File: src/include/dss_cfg.svh
/*
 * Constants of the DAC span and step control: register offsets, field
 * positions, decode values, synchroniser pin indices and timing figures.
 * Assumes it is included by bare name from the design and the bench.
 */
`ifndef DSS_CFG_SVH
`define DSS_CFG_SVH
`define DSS_A_DAC_HI    6'h38
`define DSS_A_DAC_LO    6'h39
`define DSS_A_CFG       6'h3C
`define DSS_A_PERSIST   6'h3F
`define DSS_PERSIST_SET 8'h80
`define DSS_PERSIST_CLR 8'h00
`define DSS_CFG_RESET   8'h00
`define DSS_FS_MSB      7
`define DSS_FS_LSB      5
`define DSS_ZS_MSB      4
`define DSS_ZS_LSB      2
`define DSS_GR_MSB      1
`define DSS_GR_LSB      0
`define DSS_SEL_EXT     3'h0
`define DSS_SEL_ZS_LOW  3'h1
`define DSS_SEL_MAX     3'h5
`define DSS_STEP_MV     12'h25D
`define DSS_ZS_LOW_MV   12'h097
`define DSS_GR_12       2'h0
`define DSS_GR_10       2'h1
`define DSS_GR_8        2'h2
`define DSS_GR_RSV      2'h3
`define DSS_STEP_12     12'h001
`define DSS_STEP_10     12'h004
`define DSS_STEP_8      12'h010
`define DSS_DAC_ZERO    12'h000
`define DSS_BIT_LAST    3'h7
`define DSS_P_CS        0
`define DSS_P_SCK       1
`define DSS_P_SI        2
`define DSS_P_UP        3
`define DSS_P_DN        4
`define DSS_P_OE        5
`define DSS_P_SUP       6
`define DSS_NPIN        7
`define DSS_PIN_IDLE    7'h01
`define DSS_RDY_DELAY_US 100
`define DSS_CLK_HZ      40000000
`define DSS_HZ_PER_MHZ  1000000
`endif

File: src/include/dss_pkg.sv
/*
 * Types of the DAC span and step control.
 * Assumes nothing beyond a SystemVerilog compiler.
 */
package dss_pkg;
	// Serial framing phase
	typedef enum logic [1:0] {SP_ID, SP_ADDR, SP_DATA, SP_SKIP} dss_spi_e;
	// One reference scale as seen by the analog side
	typedef struct packed {
		logic        int_en;   // Internal source drives the pin
		logic [11:0] level_mv; // Selected level in millivolts
	} dss_scale_s;
endpackage : dss_pkg

File: src/core/dss_span_step.sv
/*
 * Control logic of a 12-bit voltage DAC: span decode, pin stepping,
 * clear, buffer enable, ready delay and SPI slave framing.
 * Assumes pins arrive asynchronously and the nonvolatile array is outside.
 */
`timescale 1ns/1ps
`include "dss_cfg.svh"

module dss_span_step #(
	parameter int RDY_CYCLES = `DSS_RDY_DELAY_US *
		(`DSS_CLK_HZ / `DSS_HZ_PER_MHZ)
) (
	input  wire logic               clock_i,            // 40 MHz clock
	input  wire logic               resetn_i,           // Sync reset, low
	input  wire logic               cs_n_i,             // Chip select, low
	input  wire logic               sck_i,              // Serial clock
	input  wire logic               si_i,               // Serial data in
	output logic                    so_o,               // Serial data out
	output logic                    so_oe_o,            // Serial out enable
	input  wire logic               up_i,               // Step up pin
	input  wire logic               down_i,             // Step down pin
	input  wire logic               async_zero_pin_i,   // Async clear, high
	input  wire logic               buf_oe_i,           // Buffer enable
	input  wire logic               supply_ok_i,        // Supply above trip
	output logic                    ready_n_o,          // Ready, open drain
	output logic                    ready_n_oe_o,       // Ready pull low
	input  wire logic [7:0]         nv_image_i,         // Stored config
	output logic                    nv_write_o,         // Storage write
	output logic [5:0]              nv_addr_o,          // Storage address
	output logic [7:0]              nv_data_o,          // Storage data
	output logic [11:0]             dac_code_o,         // DAC code
	output dss_pkg::dss_scale_s     full_scale_level_o, // Full scale
	output dss_pkg::dss_scale_s     zero_scale_level_o, // Zero scale
	output logic                    buffer_drive_o      // Buffer drives
);
	import dss_pkg::*;

	localparam int CW = $clog2(RDY_CYCLES + 1);

	// Decode one scale field into source enable and level
	function automatic dss_scale_s scale_dec(input logic [2:0] sel,
			input logic zero_side);
		dss_scale_s r;
		logic [11:0] k;
		k = zero_side ? {9'h000, sel - 3'h1} : {9'h000, sel};
		r.int_en = (sel != `DSS_SEL_EXT) && (sel <= `DSS_SEL_MAX);
		if (!r.int_en)
			r.level_mv = 12'h000;
		else if (zero_side && sel == `DSS_SEL_ZS_LOW)
			r.level_mv = `DSS_ZS_LOW_MV;
		else
			r.level_mv = 12'(k * `DSS_STEP_MV);
		return r;
	endfunction : scale_dec

	logic [`DSS_NPIN-1:0] s1, s2, s3, filt, filt_d;
	logic                 not_ready;
	logic [CW-1:0]        rdy_cnt;
	logic [7:0]           cfg;
	logic                 cfg_loaded;
	logic                 persist_target_sel;
	logic [11:0]          dac;
	logic [7:0]           shreg, hi_hold, tx_byte;
	logic [2:0]           bit_cnt;
	logic                 rw;
	logic [5:0]           ptr;
	dss_spi_e             st;
	dss_scale_s           fs_q, zs_q;

	always_ff @(posedge clock_i) begin
		if (!resetn_i) begin
			{s1, s2, s3, filt, filt_d} <= {5{`DSS_PIN_IDLE}};
		end else begin
			s1 <= {supply_ok_i, buf_oe_i, down_i, up_i, si_i, sck_i, cs_n_i};
			s2 <= s1;
			s3 <= s2;
			filt <= (s3 & ~(s2 ^ s3)) | (filt & (s2 ^ s3));
			filt_d <= filt;
		end
	end

	// Edge and level decode of filtered pins
	wire cs_hi    = filt[`DSS_P_CS];
	wire si       = filt[`DSS_P_SI];
	wire sck_rise = filt[`DSS_P_SCK] & ~filt_d[`DSS_P_SCK];
	wire sck_fall = ~filt[`DSS_P_SCK] & filt_d[`DSS_P_SCK];
	wire up_fall  = filt_d[`DSS_P_UP] & ~filt[`DSS_P_UP];
	wire dn_fall  = filt_d[`DSS_P_DN] & ~filt[`DSS_P_DN];
	// sampling needs select and ready low
	wire spi_on   = ~cs_hi & ~not_ready;
	wire clr_gate = async_zero_pin_i & ~not_ready;

	wire [1:0]  gran     = cfg[`DSS_GR_MSB:`DSS_GR_LSB];
	// step weight keeps low bits intact
	wire [11:0] step_amt = (gran == `DSS_GR_10) ? `DSS_STEP_10 :
		(gran == `DSS_GR_8) ? `DSS_STEP_8 : `DSS_STEP_12;
	// stepping only in standby, never reserved
	wire step_ok  = cs_hi & (gran != `DSS_GR_RSV);
	wire do_inc   = step_ok & up_fall & ~filt[`DSS_P_DN];
	wire do_dec   = step_ok & dn_fall & ~filt[`DSS_P_UP];

	// Serial byte decode
	wire [7:0] rx_byte   = {shreg[6:0], si};
	wire       byte_done = spi_on & sck_rise & (bit_cnt == `DSS_BIT_LAST);
	wire       addr_ok   = (rx_byte[7:6] == 2'h0);
	wire       data_wr   = byte_done & (st == SP_DATA) & ~rw;
	wire       ptr_dac   = (ptr == `DSS_A_DAC_HI) | (ptr == `DSS_A_DAC_LO);
	// persist bit routes DAC writes to storage
	wire dac_wr_vol = data_wr & (ptr == `DSS_A_DAC_LO) & ~persist_target_sel;
	// config writes always go to storage
	wire nv_wr = data_wr & ((ptr == `DSS_A_CFG) |
		(persist_target_sel & ptr_dac));
	wire rd_load = byte_done & rw &
		(((st == SP_ADDR) & addr_ok) | (st == SP_DATA));
	wire [5:0] rd_addr = (st == SP_ADDR) ? rx_byte[5:0] : ptr;
	wire [7:0] rd_data =
		(rd_addr == `DSS_A_DAC_HI)  ? dac[11:4] :
		(rd_addr == `DSS_A_DAC_LO)  ? {dac[3:0], 4'h0} :
		(rd_addr == `DSS_A_CFG)     ? cfg :
		(rd_addr == `DSS_A_PERSIST) ? {persist_target_sel, 7'h00} : 8'h00;

	// ready delay after supply, back high on drop
	always_ff @(posedge clock_i) begin
		if (!resetn_i || !filt[`DSS_P_SUP])
			{not_ready, rdy_cnt} <= {1'b1, CW'(0)};
		else if (not_ready) begin
			if (rdy_cnt == CW'(RDY_CYCLES - 1))
				not_ready <= 1'b0;
			else
				rdy_cnt <= rdy_cnt + 1'b1;
		end
	end

	// config restored from storage after reset
	always_ff @(posedge clock_i) begin
		if (!resetn_i) begin
			cfg <= `DSS_CFG_RESET;
			cfg_loaded <= 1'b0;
		end else if (!cfg_loaded) begin
			cfg <= nv_image_i;
			cfg_loaded <= 1'b1;
		end else if (data_wr && ptr == `DSS_A_CFG)
			cfg <= rx_byte;
	end

	// persist bit set by 80h, cleared by 00h
	always_ff @(posedge clock_i) begin
		if (!resetn_i)
			persist_target_sel <= 1'b0;
		else if (data_wr && ptr == `DSS_A_PERSIST &&
				(rx_byte | `DSS_PERSIST_SET) == `DSS_PERSIST_SET)
			persist_target_sel <= (rx_byte == `DSS_PERSIST_SET);
	end

	// Storage write strobe with address and data
	always_ff @(posedge clock_i) begin
		if (!resetn_i) begin
			{nv_write_o, nv_addr_o, nv_data_o} <= 15'h0000;
		end else begin
			nv_write_o <= nv_wr;
			if (nv_wr) begin
				nv_addr_o <= ptr;
				nv_data_o <= rx_byte;
			end
		end
	end

	// shifted in most significant bit first
	always_ff @(posedge clock_i or posedge clr_gate) begin
		if (clr_gate) begin
			{shreg, hi_hold} <= 16'h0000;
		end else if (!resetn_i) begin
			{shreg, hi_hold} <= 16'h0000;
		end else if (spi_on && sck_rise) begin
			shreg <= rx_byte;
			if (data_wr && ptr == `DSS_A_DAC_HI)
				hi_hold <= rx_byte;
		end
	end

	// slave framing, reset by each deselect
	always_ff @(posedge clock_i) begin
		if (!resetn_i || cs_hi) begin
			st <= SP_ID;
			{bit_cnt, rw, ptr} <= 10'h000;
		end else if (spi_on && sck_rise) begin
			bit_cnt <= bit_cnt + 3'h1;
			if (bit_cnt == `DSS_BIT_LAST) begin
				case (st)
					SP_ID: begin
						rw <= si;
						st <= SP_ADDR;
					end
					SP_ADDR: begin
						st <= addr_ok ? SP_DATA : SP_SKIP;
						ptr <= rw ? rx_byte[5:0] + 6'h01 : rx_byte[5:0];
					end
					SP_DATA:
						ptr <= rw ? ptr + 6'h01 : {ptr[5:3], ptr[2:0] + 3'h1};
					default: st <= SP_SKIP;
				endcase
			end
		end
	end

	// read data shifted out on falling serial clock
	always_ff @(posedge clock_i) begin
		if (!resetn_i) begin
			{tx_byte, so_o, so_oe_o} <= 10'h000;
		end else if (cs_hi)
			so_oe_o <= 1'b0;
		else begin
			if (rd_load) begin
				tx_byte <= rd_data;
				so_oe_o <= 1'b1;
			end
			if (spi_on && sck_fall && so_oe_o)
				so_o <= tx_byte[`DSS_BIT_LAST - bit_cnt];
		end
	end

	// one step per cycle, far above 500kHz pulses
	wire [11:0] next_dac = dac_wr_vol ? {hi_hold, rx_byte[7:4]} :
		do_inc ? dac + step_amt : do_dec ? dac - step_amt : dac;

	always_ff @(posedge clock_i or posedge clr_gate) begin
		if (clr_gate)
			dac <= `DSS_DAC_ZERO;
		else if (!resetn_i)
			dac <= `DSS_DAC_ZERO;
		else
			dac <= next_dac;
	end

	always_ff @(posedge clock_i) begin
		if (!resetn_i) begin
			{fs_q, zs_q, buffer_drive_o} <= 27'h0000000;
		end else begin
			fs_q <= scale_dec(cfg[`DSS_FS_MSB:`DSS_FS_LSB], 1'b0);
			zs_q <= scale_dec(cfg[`DSS_ZS_MSB:`DSS_ZS_LSB], 1'b1);
			buffer_drive_o <= filt[`DSS_P_OE];
		end
	end

	assign full_scale_level_o = fs_q;
	assign zero_scale_level_o = zs_q;
	assign dac_code_o = dac;
	assign ready_n_o = 1'b0;
	assign ready_n_oe_o = ~not_ready;
endmodule : dss_span_step

File: config.mk
export PLATFORM = sky130hd
export DESIGN_NAME = dss_span_step
export DESIGN_NICKNAME = d
export VERILOG_FILES = /design/src/include/dss_pkg.sv /design/src/core/dss_span_step.sv
export VERILOG_INCLUDE_DIRS = /design/src /design/src/include
export SDC_FILE = /design/constraint.sdc
export NUM_CORES = 1
export LEC_CHECK = 0
export BUFFER_PORTS_ARGS = -buffer_cell sky130_fd_sc_hd__buf_2
export CAP_MARGIN = 25
export CORE_MARGIN = 3
export CORE_UTILIZATION = 55
export CTS_BUF_LIST = sky130_fd_sc_hd__clkbuf_4 sky130_fd_sc_hd__clkbuf_8
export DETAILED_ROUTE_END_ITERATION = 6
export HOLD_SLACK_MARGIN = 0.06
export PLACE_DENSITY = 0.76
export SLEW_MARGIN = 10
export SYNTH_ARGS = -nofsm -noshare
export SYNTH_HDL_FRONTEND = slang
export SYNTH_SLANG_ARGS = --single-unit
File: constraint.sdc
create_clock -name clock_i -period 2.57 [get_ports clock_i]
set_input_delay 0.3855 -clock clock_i [delete_from_list [all_inputs] [get_ports clock_i]]
set_output_delay 0.3855 -clock clock_i [all_outputs]
set_load 0.02 [all_outputs]
==> results of run 1 <==
==> sequential cells by signal, summed over array words and instances, names as in the netlist, 2 cells and up, named ones only <==
| register | flops |
|---|---|
| dac_code_o | 12 |
| nv_data_o | 8 |
| hi_hold | 8 |
| nv_addr_o | 6 |
| rdy_cnt | 12 |
| s2 | 7 |
| shreg | 7 |
| bit_cnt | 3 |
| zero_scale_level_o | 13 |
| s1 | 7 |
| ptr | 6 |
| cfg | 8 |
| st | 2 |
| tx_byte | 8 |
| s3 | 7 |
| filt_d | 3 |
| full_scale_level_o | 13 |
==> timing repair <==
item	in CTS	in global routing
endpoints found under the setup margin	8	15
pin swaps	12	13
setup buffers	1	2
hold buffers	1	0
endpoints found under the hold margin	27	0
cloned	0	0
gates resized for setup	10	10
==> layer usage <==
| metal | part of all wire, % | vias to the layer above | global-route usage [%] |
|---|---|---|---|
| li1 | - | 3070 | - |
| met3 | 6.4 | 43 | 4.80 |
| met4 | 2.8 | 0 | 10.8 |
| met1 | 43 | 3057 | 32.7 |
| met5 | 0 | - | 0 |
| met2 | 48 | 238 | 43.6 |
==> worst max-delay path by stage <==
stage	endpoint	startpoint	cells after the start
finish	dac_code_o[11]	cfg[1]	9
global route	dac_code_o[11]	cfg[1]	12
CTS	dac_code_o[6]	cfg[1]	12
detailed placement	dac_code_o[11]	cfg[1]	9
global placement	dac_code_o[11]	cfg[1]	9
floorplan	dac_code_o[11]	cfg[1]	13
==> per-stage QoR <==
step / worst slack, ns / total power [mW] / utilization [%] / TNS [ns]
6_report: -0.369 / 5.04 / 69.8 / -2.39
5_1_grt: -0.507 / 5.22 / 69.8 / -3.40
4_1_cts: -0.341 / 5.04 / 69.4 / -2.14
3_5_place_dp: -0.487 / 2.95 / 65.0 / -2.99
3_3_place_gp: -0.431 / 2.93 / 65.0 / -2.41
2_1_floorplan: -0.537 / 2.77 / - / -3.25
==> area by class of cell <==
cell class	count	area (sq um)
well taps	172	215
repair buffers	143	907
fillers	1010	3860
multi-input cells	583	4150
flip-flops and latches	145	3050
clock inverters	12	204
clock buffers	20	269
inverters	33	124
==> report_power, final <==
part           switching (mW)  leakage, nW  internal [mW]  total, mW
sequential             0.0282         1.35           2.31       2.34
clock                   0.878        0.237           1.22       2.10
combinational           0.339         2.26          0.260      0.599
==> synth_stat cells, drive strengths merged, types with 8 or more instances <==
cell / n / area (sq um)
nand2b: 8 / 50.1
inv: 33 / 124
nand3: 13 / 65.1
o211ai: 11 / 82.6
buf: 12 / 71.3
a21o: 9 / 67.6
or3: 9 / 56.3
a22oi: 9 / 67.6
clkbuf: 34 / 128
nor4: 8 / 50.1
a211oi: 21 / 158
dfrtp: 27 / 676
nand2: 61 / 229
nand4: 9 / 71.3
ha: 39 / 488
dfxtp: 118 / 2360
mux2i: 45 / 450
nor2: 104 / 400
o21ai: 35 / 175
a21oi: 53 / 265
nor3: 15 / 75.1
xnor2: 20 / 175
and2: 30 / 188
==> kinds of logic (layout without fill, tap and decap cells) <==
group	Yosys count	after routing
compound gates	178	178
simple gates	285	285
fa+ha+maj	44	44
other cells	1	1
buf+inv	79	208
mux	49	49
xor+xnor	26	26
flops	145	145
==> worst register-to-register path, cell delays in order (launching register included) <==
cell                        delay (ns)
sky130_fd_sc_hd__dfxtp_4          0.36
sky130_fd_sc_hd__ha_4             0.15
sky130_fd_sc_hd__or4b_4           0.52
sky130_fd_sc_hd__or3_1            0.39
sky130_fd_sc_hd__ha_4             0.32
sky130_fd_sc_hd__nand3_2          0.08
sky130_fd_sc_hd__o2111ai_4        0.33
sky130_fd_sc_hd__o22ai_2          0.12
sky130_fd_sc_hd__or4_1            0.47
sky130_fd_sc_hd__a31oi_1          0.13
==> layout by cell type, fill, tap and decap left out, types with 4 or more instances in the layout <==
cell                          n
sky130_fd_sc_hd__o21ai_0     31
sky130_fd_sc_hd__ha_4         8
sky130_fd_sc_hd__dfxtp_1    113
sky130_fd_sc_hd__a31oi_1      5
sky130_fd_sc_hd__nand4_1      8
sky130_fd_sc_hd__nand2b_1     8
sky130_fd_sc_hd__nor2b_1      6
sky130_fd_sc_hd__xor2_1       5
sky130_fd_sc_hd__bufinv_16    5
sky130_fd_sc_hd__nor2_1     101
sky130_fd_sc_hd__and2_1      29
sky130_fd_sc_hd__dfrtp_1     27
sky130_fd_sc_hd__ha_1        31
sky130_fd_sc_hd__nand3_1     12
sky130_fd_sc_hd__mux2i_1     44
sky130_fd_sc_hd__a21oi_1     51
sky130_fd_sc_hd__dfxtp_2      4
sky130_fd_sc_hd__inv_2        5
sky130_fd_sc_hd__or3_1        9
sky130_fd_sc_hd__buf_2       74
sky130_fd_sc_hd__nand2_1     61
sky130_fd_sc_hd__o2111ai_1    4
sky130_fd_sc_hd__inv_1       28
sky130_fd_sc_hd__clkbuf_8    19
sky130_fd_sc_hd__a21o_1       9
sky130_fd_sc_hd__a22oi_1      9
sky130_fd_sc_hd__nor4_1       8
sky130_fd_sc_hd__and4_1       4
sky130_fd_sc_hd__xnor2_1     19
sky130_fd_sc_hd__buf_4       66
sky130_fd_sc_hd__a211oi_1    20
sky130_fd_sc_hd__nor3_1      15
sky130_fd_sc_hd__o211ai_1    11
==> results.md, run 1 <==
Status:
- The flow ran to the end, but the final reports show violations.
- The final reports fail on setup timing.

GRT:
- The pin count of the biggest net entering global routing is 32.
- The via count of the first global-routing pass is 6354.
- In the global route stage, overall resource usage came out at 25.9%.
- The initial antenna violation count is 0.
- The first global-routing pass estimated 30400 um of wire.
- The total overflow left after global routing is 0.

Timing:
- The final count of hold timing violations was 0.
- Setup repair after global routing could not meet its margin everywhere.
- The final hold slack is 0.116 ns.
- The period utilization is 114%.
- The number of failing setup endpoints in the final timing report is 8.
- The final count of pins violating max slew was 0.
- The actual slew at the worst max-slew pin is approximately 0.64 ns.
- Measured against its own limit, the worst slew margin works out to between 50 and 60%.
- The final clock skew is 0.00890 ns.
- The maximum frequency from static timing analysis is 340 MHz.
- The final worst setup slack is -0.369 ns.
- The smallest clock period supported by the final layout is computed as 2.94 ns.

Die:
- The initial utilization of the core area, before any placement, comes to 57.0%.
- The horizontal die dimension is about 120 um.
- The placeable core area is ~0.013 sq mm.
- The row count is 41.
- The die extent in y is 121 um.
- The number of top-level pins is 76.
- The overall die area is about 0.015 sq mm.

Logic synthesis:
- Each instance of the synthesized netlist takes up on average 9.03 sq um.
- The synthesis warning total is 0.
- For this run, asynchronously set or reset flops after synthesis account for approximately a fifth.
- The post-synthesis sequential element count is around 150.
- The xor and xnor fraction of the mapped netlist area is under 10%.
- Synthesis produced a netlist with a net count of 869.
- The number of flops mapped to enable cells by yosys is 0.
- Among all flip-flop cells after synthesis, the most frequent one is sky130_fd_sc_hd__dfxtp_1.
- The number of unique standard cell types used by synthesis is 70.
- The synthesized netlist devotes approximately a fifth of its cell area to simple gates.
- By area, the combinational part of the netlist is dominated by simple AND/OR/NAND/NOR gates.
- After synthesis the cells add up to 0.00729 sq mm.
- The adder and majority cell fraction of the synthesized area is 8.07%.
- The share of the yosys chip area belonging to registers is 41.7%.
- The cell count after synthesis is 807.
- Multiplexer cells account for 7.11% of the synthesized area.
- Summing the areas of all compound-gate instances in the mapped netlist gives 15.7% of the synthesized area.

Setup path:
- The peak fanout along the critical path is 5.
- Traced cell by cell, the critical path runs through ha_4 -> or4b_4 -> or3_1 -> ha_4 -> nand3_2 -> o2111ai_4 -> o22ai_2 -> or4_1 -> a31oi_1.
- Data arrives at the worst endpoint at 3.31 ns.
- The buffering stage count on the worst path with inverters included is 0.
- In this design, the stage delay of the slowest critical-path cell is 0.52 ns.
- The largest delay contributor family on the critical path is simple AND/OR/NAND/NOR gates.
- The dominant cell type by count on the critical path is sky130_fd_sc_hd__ha_4.
- The nature of the critical path endpoint is a flop.
- The worst register-to-register path ends at dac_code_o[11].
- STA classifies the critical path startpoint as a flop.
- The startpoint identified for the worst register-to-register timing path is cfg[1].
- The critical path data required time is 2.94 ns.
- For the worst flop-to-flop path, the logic depth is 9.
- The register-to-register setup slack is -0.37 ns.
- For this design, the slowest cell found on the critical path is sky130_fd_sc_hd__or4b_4.
- The worst setup path is of the reg -> reg kind.

Worst hold path:
- The type of the most critical hold path is in -> reg.
- The startpoint identified for the worst hold timing path is cs_n_i.
- The depth of the worst hold-timing path is 2.
- The path with the worst hold slack has its endpoint at s1[0].

Place:
- The number of cells in the design after placement is roughly 1100.
- The placed instances occupy a cell area of roughly 0.0083 sq mm.
- Port buffering added 74 buffers.
- The weighted congestion reported at the end of routability-driven placement is 0.921.
- Detailed placement ended at an HPWL of about 13000 um.

Routing:
- The final routed wire length divided by cell count is 16.7 um.
- The via density per instance is 5.78.
- The first detailed-routing pass ran for 5 iterations.
- The detail route stage leaves a number of antenna-violating nets equal to 0.
- The number of DRC violations after detailed-routing iteration 0 is around 500.
- In the routed design, unresolved DRC markers number 0.
- The overall routed net length is 18500 um.
- Summing over every cut layer, the via total after detailed routing is about 6400.

CTS:
- The clock latency reported for the late side of the worst-skew pair is 0.45 ns.
- The clock tree synthesis step divided the H-tree into 4 levels.
- Clock tree synthesis inserted a total of 17 buffers.
- The count of clock tree sinks is 145.
- The CTS root buffer is sky130_fd_sc_hd__clkbuf_8.
- In this run the deepest clock path goes through 2 buffers.
- The TritonCTS clock tree is yes.
- The post-CTS clock slew at the launch and capture registers of the worst setup and hold paths is approximately 0.080 ns.

Power:
- The maximum resistive drop on vdd is 0.318 mV.
- The standby leakage power is between 3 and 4 nW.
- The power per cell area is 565 mW/mm^2.

Layout:
- In the final layout, the share of cells above drive strength 1 is 23.7%.
- The final layout contains 985 nets.
- Leaving out filler cells and counting taps, the final layout contains 1108.
- The number of antenna diodes in the final layout is 0.
- Once layout is done, the placed cells without fillers occupy 0.00891 sq mm.
- The synthesis-to-finish area growth is 22.3%.

Run:
- Max-cap violations in this run came to 0.
Note: power is estimated with default switching activity, not from simulation.
==> inputs of run 2 (changes only) <==
BUFFER_PORTS_ARGS = default   (was -buffer_cell sky130_fd_sc_hd__buf_2)
CTS_BUF_LIST = default   (was sky130_fd_sc_hd__clkbuf_4 sky130_fd_sc_hd__clkbuf_8)
DONT_BUFFER_PORTS = 1   (was default)
PLACE_DENSITY = 0.71   (was 0.76)
==> run 2 against run 1 <==
  * Register-to-register slack lost 0.05 ns
  * Largest power group is now clock
  * First-iteration DRC count shrank 27%
  * Global-route usage grew 0.13 points
  * Hold slack lost 0.030 ns
  * Worst setup slack lost 0.051 ns
  * The run still ends with setup timing left
  * Die area is the same
  * Count of clock-buffer cells in the layout grew 4
  * Fmax shrank 1.7%
==> results.md, run 2 (synthesized netlist as in run 1, its figures left out) <==
Status:
- The flow ran to the end, but the final reports show violations.
- The final reports fail on setup timing.

Setup path:
- The cell with the largest stage delay on the worst path is sky130_fd_sc_hd__or4b_4.
- The arrival time of the worst setup path is 3.32 ns (about the same).
- The category of the most critical setup path is reg -> reg.
- The number of cell instances on the worst register-to-register path is 11 (+2).
- The maximum single-stage delay on the critical path came to 0.52 ns (about the same).
- Walking the worst path, the cells encountered are ha_4 -> or4b_4 -> nor2_4 -> inv_2 -> and2_4 -> fa_2 -> a211oi_4 -> o21ai_4 -> mux2i_1 -> or3_1 -> a311oi_2.
- The register-to-register setup slack is -0.42 ns (-0.05 ns).
- The nature of the critical path endpoint is a flop.
- The worst register-to-register path ends at dac_code_o[6].
- The origin of the critical flop-to-flop path is cfg[1].
- The critical path data required time came to 2.90 ns (-0.04 ns).
- Among cell families on the critical path, the largest total delay comes from simple AND/OR/NAND/NOR gates.
- The buffering stage count on the worst path with inverters included was 1 (+1).
- The peak fanout along the critical path came to 7 (+2).
- The category of the worst setup path launch point is a flop.

GRT:
- The total overflow reported by the global router is 0 (unchanged).
- The via count of the first global-routing pass is 6172 (-2.9%).
- The pin count of the biggest net entering global routing is 37 (+16%).
- The initial antenna violation count is 0 (unchanged).
- The first-pass GRT wire length is 30100 um (-1.1%).
- The global-route usage over all layers was 26.0% (+0.13 points).

Timing:
- The actual slew at the worst max-slew pin came to 0.732 ns (+0.0883 ns).
- The maximum frequency from static timing analysis was 334 MHz (-1.7%).
- The remaining max-slew budget at the tightest pin came to 51.2% (-5.9 points).
- The number of failing setup endpoints in the final timing report is 8 (unchanged).
- The final clock skew is 0.00746 ns (-0.00144 ns).
- The final worst setup slack is -0.420 ns (-0.0514 ns).
- Setup repair after global routing could not meet its margin everywhere.
- The minimum period implied by the final worst setup slack is 2.99 ns (+0.0514 ns).
- The final count of pins violating max slew is 0 (unchanged).
- The final count of hold timing violations is 0 (unchanged).
- The period utilization was 116% (+2.0 points).
- The final hold slack is 0.0864 ns (-0.0296 ns).

Layout:
- The net total in the final layout was 919 (-6.7%).
- The share of post-route cells with drive strength above 1 came to 19.2% (-4.5 points).
- Leaving out fill and tap cells, the most frequent cell in the layout is sky130_fd_sc_hd__dfxtp_1.
- The filler cell count is 955 (-5.4%).
- The number of standard cells in the layout, taps in and fillers out was 1042 (-6.0%).
- The final core area utilization is 69.5% (-0.29 points).
- The antenna diode count is 0 (unchanged).
- The area growth from synthesis to layout is 21.8%.
- The library cells used most frequently in the layout, excluding fill and tap cells, are sky130_fd_sc_hd__dfxtp_1 (111), sky130_fd_sc_hd__nor2_1 (99), sky130_fd_sc_hd__buf_4 (69).

Worst hold path:
- In this run the worst hold path is classified as in -> reg.
- The origin of the worst min-delay path is buf_oe_i.
- The path with the worst hold slack has its endpoint at s1[5].
- The depth of the worst hold-timing path is 1 (-1).

Place:
- The weighted congestion reported at the end of routability-driven placement came to 0.932 (+1.3%).
- The count of input and output buffers is 0 (-100%).
- The estimated wirelength of the detail-placed design came to 13200 um (-0.62%).
- The number of cells in the design after placement is 998 (-6.9%).
- The post-place setup slack was -0.459 ns (+0.0283 ns).

Routing:
- The count of antenna-violating nets left after detailed routing was 0 (unchanged).
- The first-pass iteration count of the detailed router is 5 (unchanged).
- The overall routed net length is 19300 um (+4.3%).
- The number of DRC violations after detailed-routing iteration 0 is 355 (-27%).
- The final routed wire length divided by cell count came to 18.5 um (+11%).
- The total via count in the routed design was 6261 (-2.3%).
- The detailed-route DRC error count came to 0 (unchanged).
- The via density per instance was 6.01 (+3.9%).

CTS:
- The number of H-tree branching levels came to 4 (unchanged).
- The count of clock tree sinks was 145 (unchanged).
- TritonCTS built the clock tree.
- The number of buffers on the longest clock path is 2 (unchanged).
- The post-CTS clock slew at the launch and capture registers of the worst setup and hold paths came to 0.06 ns (-0.02 ns).
- The clock latency reported for the late side of the worst-skew pair is 0.43 ns (-0.02 ns).
- The CTS buffer count is 17 (unchanged).
- CTS placed an instance of sky130_fd_sc_hd__clkbuf_16 at the clock tree root.

Power:
- The maximum resistive drop on vdd is 0.423 mV (+33%).
- The power per cell area was 619 mW/mm^2 (+9.4%).
- The total power consumption of the routed design came to 5.49 mW (+9.0%).
- The standby leakage power is 3.59 nW (-6.7%).

Die:
- The die extent in y is 121 um (unchanged).
- The placeable core area is 0.0128 sq mm (unchanged).
- The row count is 41 (unchanged).
- The overall die area is 0.0147 sq mm (unchanged).
- The horizontal die dimension is 121 um (unchanged).
- The number of top-level pins is 76 (unchanged).
- The initial cell density of the core is 57.0% (unchanged).

Run:
- The max-cap check violation count is 0 (unchanged).
## run 2: layer usage
layer	share of wire (%)	vias to the layer above	track usage, %
li1	-	2947	-
met1	42	3005	31.9
met3	7.4	52	6.20
met5	0	-	0
met2	47	257	42.6
met4	3.7	0	13.5
## run 2: repair_timing
action,CTS,global route
pin swaps,19,19
hold endpoints to repair,32,1
hold buffers,3,1
setup buffers,3,8
endpoints found under the setup margin,9,16
gates resized for setup,15,27
## run 2: per-stage QoR
| step | area (sq um) | TNS, ns |
|---|---|---|
| 2_1_floorplan | 7430 | -3.25 |
| 3_3_place_gp | 7920 | -2.16 |
| 3_5_place_dp | 7920 | -2.81 |
| 4_1_cts | 8700 | -2.19 |
| 5_1_grt | 8870 | -3.55 |
| 6_report | 8870 | -2.69 |
## run 2: where the power goes
group,internal [mW],leakage [nW],switching [mW]
Sequential,2.31,1.35,0.0710
Clock,1.60,0.304,0.979
Combinational,0.239,1.94,0.289
Total,4.15,3.59,1.34
## run 2: final cells by class
cell class	instances	area, sq um	area share, %
clock buffer	24	547	6.16
clock inverter	8	85.1	0.959
inverter	33	124	1.40
multi-input combinational	583	4250	47.9
sequential	145	3050	34.4
tap	172	215	2.42
timing repair buffer	77	603	6.80
## run 2: worst max-delay path by stage
stage / from / end / slack (ns) / depth (start not counted)
finish: cfg[1] / dac_code_o[6] / -0.42 / 11
global route: cfg[1] / dac_code_o[6] / -0.51 / 11
CTS: cfg[1] / dac_code_o[6] / -0.34 / 12
detailed placement: cfg[1] / dac_code_o[9] / -0.46 / 10
global placement: cfg[1] / dac_code_o[9] / -0.38 / 10
floorplan: cfg[1] / dac_code_o[11] / -0.54 / 13
==> inputs of run 3 (changes only) <==
==> constraint.sdc (replaced) <==
create_clock -name clock_i -period 2.57 [get_ports clock_i]
set_input_delay 0.1285 -clock clock_i [delete_from_list [all_inputs] [get_ports clock_i]]
set_output_delay 0.1285 -clock clock_i [all_outputs]
set_load 0.02 [all_outputs]
==> run 3 against run 2 <==
  * The flow still finishes with violations (setup timing)
  * Final cell count rose by 1.5%
  * Combinational power is 4.4% higher
  * Count of clock-buffer cells in the layout fell by 3
  * Critical endpoint is now dac_code_o[9]
  * Sequential share of layout area shrank 0.087 points
  * Core utilization rose by 0.15 points
  * Power is 4.4% lower
  * Critical path type unchanged
  * Flip-flop and latch count stayed put
==> results.md, run 3 (synthesized netlist as in run 1, its figures left out) <==
Die:
- The overall die area was 0.0147 sq mm (unchanged).
- The number of top-level pins came to 76 (unchanged).
- The initial cell density of the core is 57.0% (unchanged).
- The placeable core area was 0.0128 sq mm (unchanged).
- The die extent in y is 121 um (unchanged).
- The horizontal die dimension is 121 um (unchanged).
- The row count is 41 (unchanged).

Layout:
- The net total in the final layout was 935 (+1.7%).
- The antenna diode count is 0 (unchanged).
- The number of standard cells in the layout, taps in and fillers out is 1058 (+1.5%).
- Relative to the synthesized area, the layout overhead comes to 22.1%.
- The multi-input combinational cell area was 0.00418 sq mm (-1.8%).
- The library cells used most frequently in the layout, excluding fill and tap cells, are sky130_fd_sc_hd__dfxtp_1 (112), sky130_fd_sc_hd__nor2_1 (101), sky130_fd_sc_hd__buf_4 (69).
- The library cell used most frequently in the layout, excluding fill and tap cells, is sky130_fd_sc_hd__dfxtp_1.
- The sequential standard cell area is 0.00305 sq mm (about the same).
- The share of post-route cells with drive strength above 1 is 17.7% (-1.5 points).
- The filler cell count is 987 (+3.4%).

Place:
- The number of cells in the design after placement is 997 (-0.10%).
- The count of input and output buffers is 0 (unchanged).
- The estimated wirelength of the detail-placed design is 13100 um (-0.77%).
- The weighted congestion reported at the end of routability-driven placement is 0.925 (-0.76%).
- The post-place setup slack came to -0.447 ns (+0.0114 ns).

Status:
- The flow ran to the end, but the final reports show violations.
- The checks that failed: setup timing.

CTS:
- The post-CTS clock slew at the launch and capture registers of the worst setup and hold paths was 0.06 ns (about the same).
- The clock latency reported for the late side of the worst-skew pair came to 0.42 ns (about the same).
- The number of H-tree branching levels came to 4 (unchanged).
- The number of buffers on the longest clock path is 2 (unchanged).
- The count of clock tree sinks was 145 (unchanged).
- The CTS root buffer is sky130_fd_sc_hd__clkbuf_16.
- The CTS buffer count is 17 (unchanged).
- The TritonCTS clock tree is yes.

Power:
- The standby leakage power is 3.60 nW (+0.37%).
- The total power consumption of the routed design is 5.25 mW (-4.4%).
- The maximum resistive drop on vdd is 0.427 mV (+0.87%).
- The power per cell area was 590 mW/mm^2 (-4.6%).

Timing:
- The final count of hold timing violations is 0 (unchanged).
- The maximum frequency from static timing analysis is 332 MHz (-0.76%).
- The final hold slack is 0.125 ns (+0.0389 ns).
- The number of failing setup endpoints in the final timing report is 9 (+1).
- The remaining max-slew budget at the tightest pin is 47.5% (-3.6 points).
- The actual slew at the worst max-slew pin is 0.786 ns (+0.0536 ns).
- The final clock skew is 0.00653 ns (-0.000936 ns).
- The final worst setup slack was -0.443 ns (-0.0228 ns).
- The minimum period implied by the final worst setup slack is 3.01 ns (+0.0228 ns).
- The final count of pins violating max slew is 0 (unchanged).
- The period utilization is 117% (+0.89 points).
- Setup repair after global routing could not meet its margin everywhere.
- The total negative slack is -2.88 ns (-0.189 ns).

Routing:
- The total via count in the routed design was 6236 (-0.40%).
- The final routed wire length divided by cell count is 18.3 um (-1.3%).
- The first-pass iteration count of the detailed router is 4 (-1).
- The overall routed net length is 19400 um (+0.20%).
- The number of DRC violations after detailed-routing iteration 0 is 346 (-2.5%).
- The via density per instance was 5.89 (-1.9%).
- The count of antenna-violating nets left after detailed routing is 0 (unchanged).
- The detailed-route DRC error count came to 0 (unchanged).

Setup path:
- The arrival time of the worst setup path is 3.35 ns (+0.03 ns).
- The category of the most critical setup path is reg -> reg.
- The category of the worst setup path launch point is a flop.
- The maximum single-stage delay on the critical path came to 0.52 ns (about the same).
- Traced cell by cell, the critical path runs through ha_4 -> or4b_4 -> nor2_4 -> inv_2 -> buf_4 -> buf_4 -> ha_4 -> a21o_1 -> a221oi_1 -> a21oi_1 -> or4_1 -> a31oi_1.
- The nature of the critical path endpoint is a flop.
- The slowest stage of the critical path is the sky130_fd_sc_hd__or4b_4 cell.
- The peak fanout along the critical path is 5 (-2).
- The critical path data required time was 2.91 ns (about the same).

GRT:
- The total overflow reported by the global router is 0 (unchanged).
- The met1 global-route usage is 32.6% (+0.65 points).
- The pin count of the biggest net entering global routing is 39 (+5.4%).
- The global-route track usage on met2 is 44.6% (+2.0 points).
- The first-pass GRT wire length came to 31200 um (+3.6%).
- The routing usage on met3 is 6.43% (+0.23 points).
- The global routing stage identified its most utilized layer as met2.
- The initial antenna violation count came to 0 (unchanged).
- The global-route usage over all layers came to 26.9% (+0.87 points).
- The via count of the first global-routing pass is 6298 (+2.0%).

Worst hold path:
- The min-delay analysis places its worst path in the category in -> reg.

Run:
- The max-cap check violation count is 0 (unchanged).
[run 3: cell types whose count changed in the layout (fill, tap and decap cells not counted), sizes merged]
cell / previous run / this run
buf: 73 / 72
clkbuf: 24 / 21
clkinv: 3 / 5
bufinv: 1 / 0
inv: 35 / 36
dlygate4sd3: 4 / 21
clkinvlp: 2 / 3
[run 3: final timing paths]
| path | startpoint | end | slack [ns] | cells past startpoint |
|---|---|---|---|---|
| worst max register to register | cfg[1] | dac_code_o[9] | -0.44 | 12 |
| worst min register to register | s1[4] | s2[4] | 0.43 | 1 |
| worst min-delay path | resetn_i | rdy_cnt[1] | 0.13 | 2 |
| max in group asynchronous | not_ready | shreg[2] | 1.59 | 4 |
| worst max-delay path | cfg[1] | dac_code_o[9] | -0.44 | 12 |
| min in group asynchronous | async_zero_pin_i | dac_code_o[8] | 0.25 | 3 |
[run 3: cell type report]
cell class                      count  area share, %
Sequential cell                   145           34.3
Inverter                           33           1.39
Timing Repair Buffer               93           8.67
Clock buffer                       21           5.42
Multi-Input combinational cell    583           46.9
Clock inverter                     11          0.886
Tap cell                          172           2.42
[run 3: worst max-delay path, delay by kind of cell, from the launching register on]
family | cells | cell delay, ns
and+or+nand+nor | 3 | 1.13
adders and majority gates | 2 | 0.39
buffers and inverters | 3 | 0.34
AOI/OAI and AO/OA | 4 | 0.71
DFF | 1 | 0.35
[run 3: per-stage QoR]
step | util, % | instance area (sq um)
3_5_place_dp | 62.0 | 7910
6_report | 69.6 | 8890
2_1_floorplan | - | 7430
3_3_place_gp | 62.0 | 7910
4_1_cts | 69.1 | 8820
5_1_grt | 69.6 | 8890
[run 3: power by group]
| group | internal (mW) | leakage [nW] | switching [mW] |
|---|---|---|---|
| logic | 0.250 | 1.98 | 0.301 |
| registers | 2.31 | 1.35 | 0.0715 |
| clock network | 1.35 | 0.271 | 0.967 |
| total | 3.91 | 3.60 | 1.34 |
[run 3: repair_timing]
item	4_1_cts	5_1_grt
setup endpoints to repair	10	15
resized for setup	13	12
setup buffers	3	4
hold endpoints to repair	83	0
pin swaps	19	16
hold buffers	22	0
[run 3: layer usage]
layer / wire (um) / vias up
met5: 0 / -
met4: 635 / 0
met3: 1350 / 56
met2: 9370 / 235
met1: 8010 / 2976
li1: - / 2969
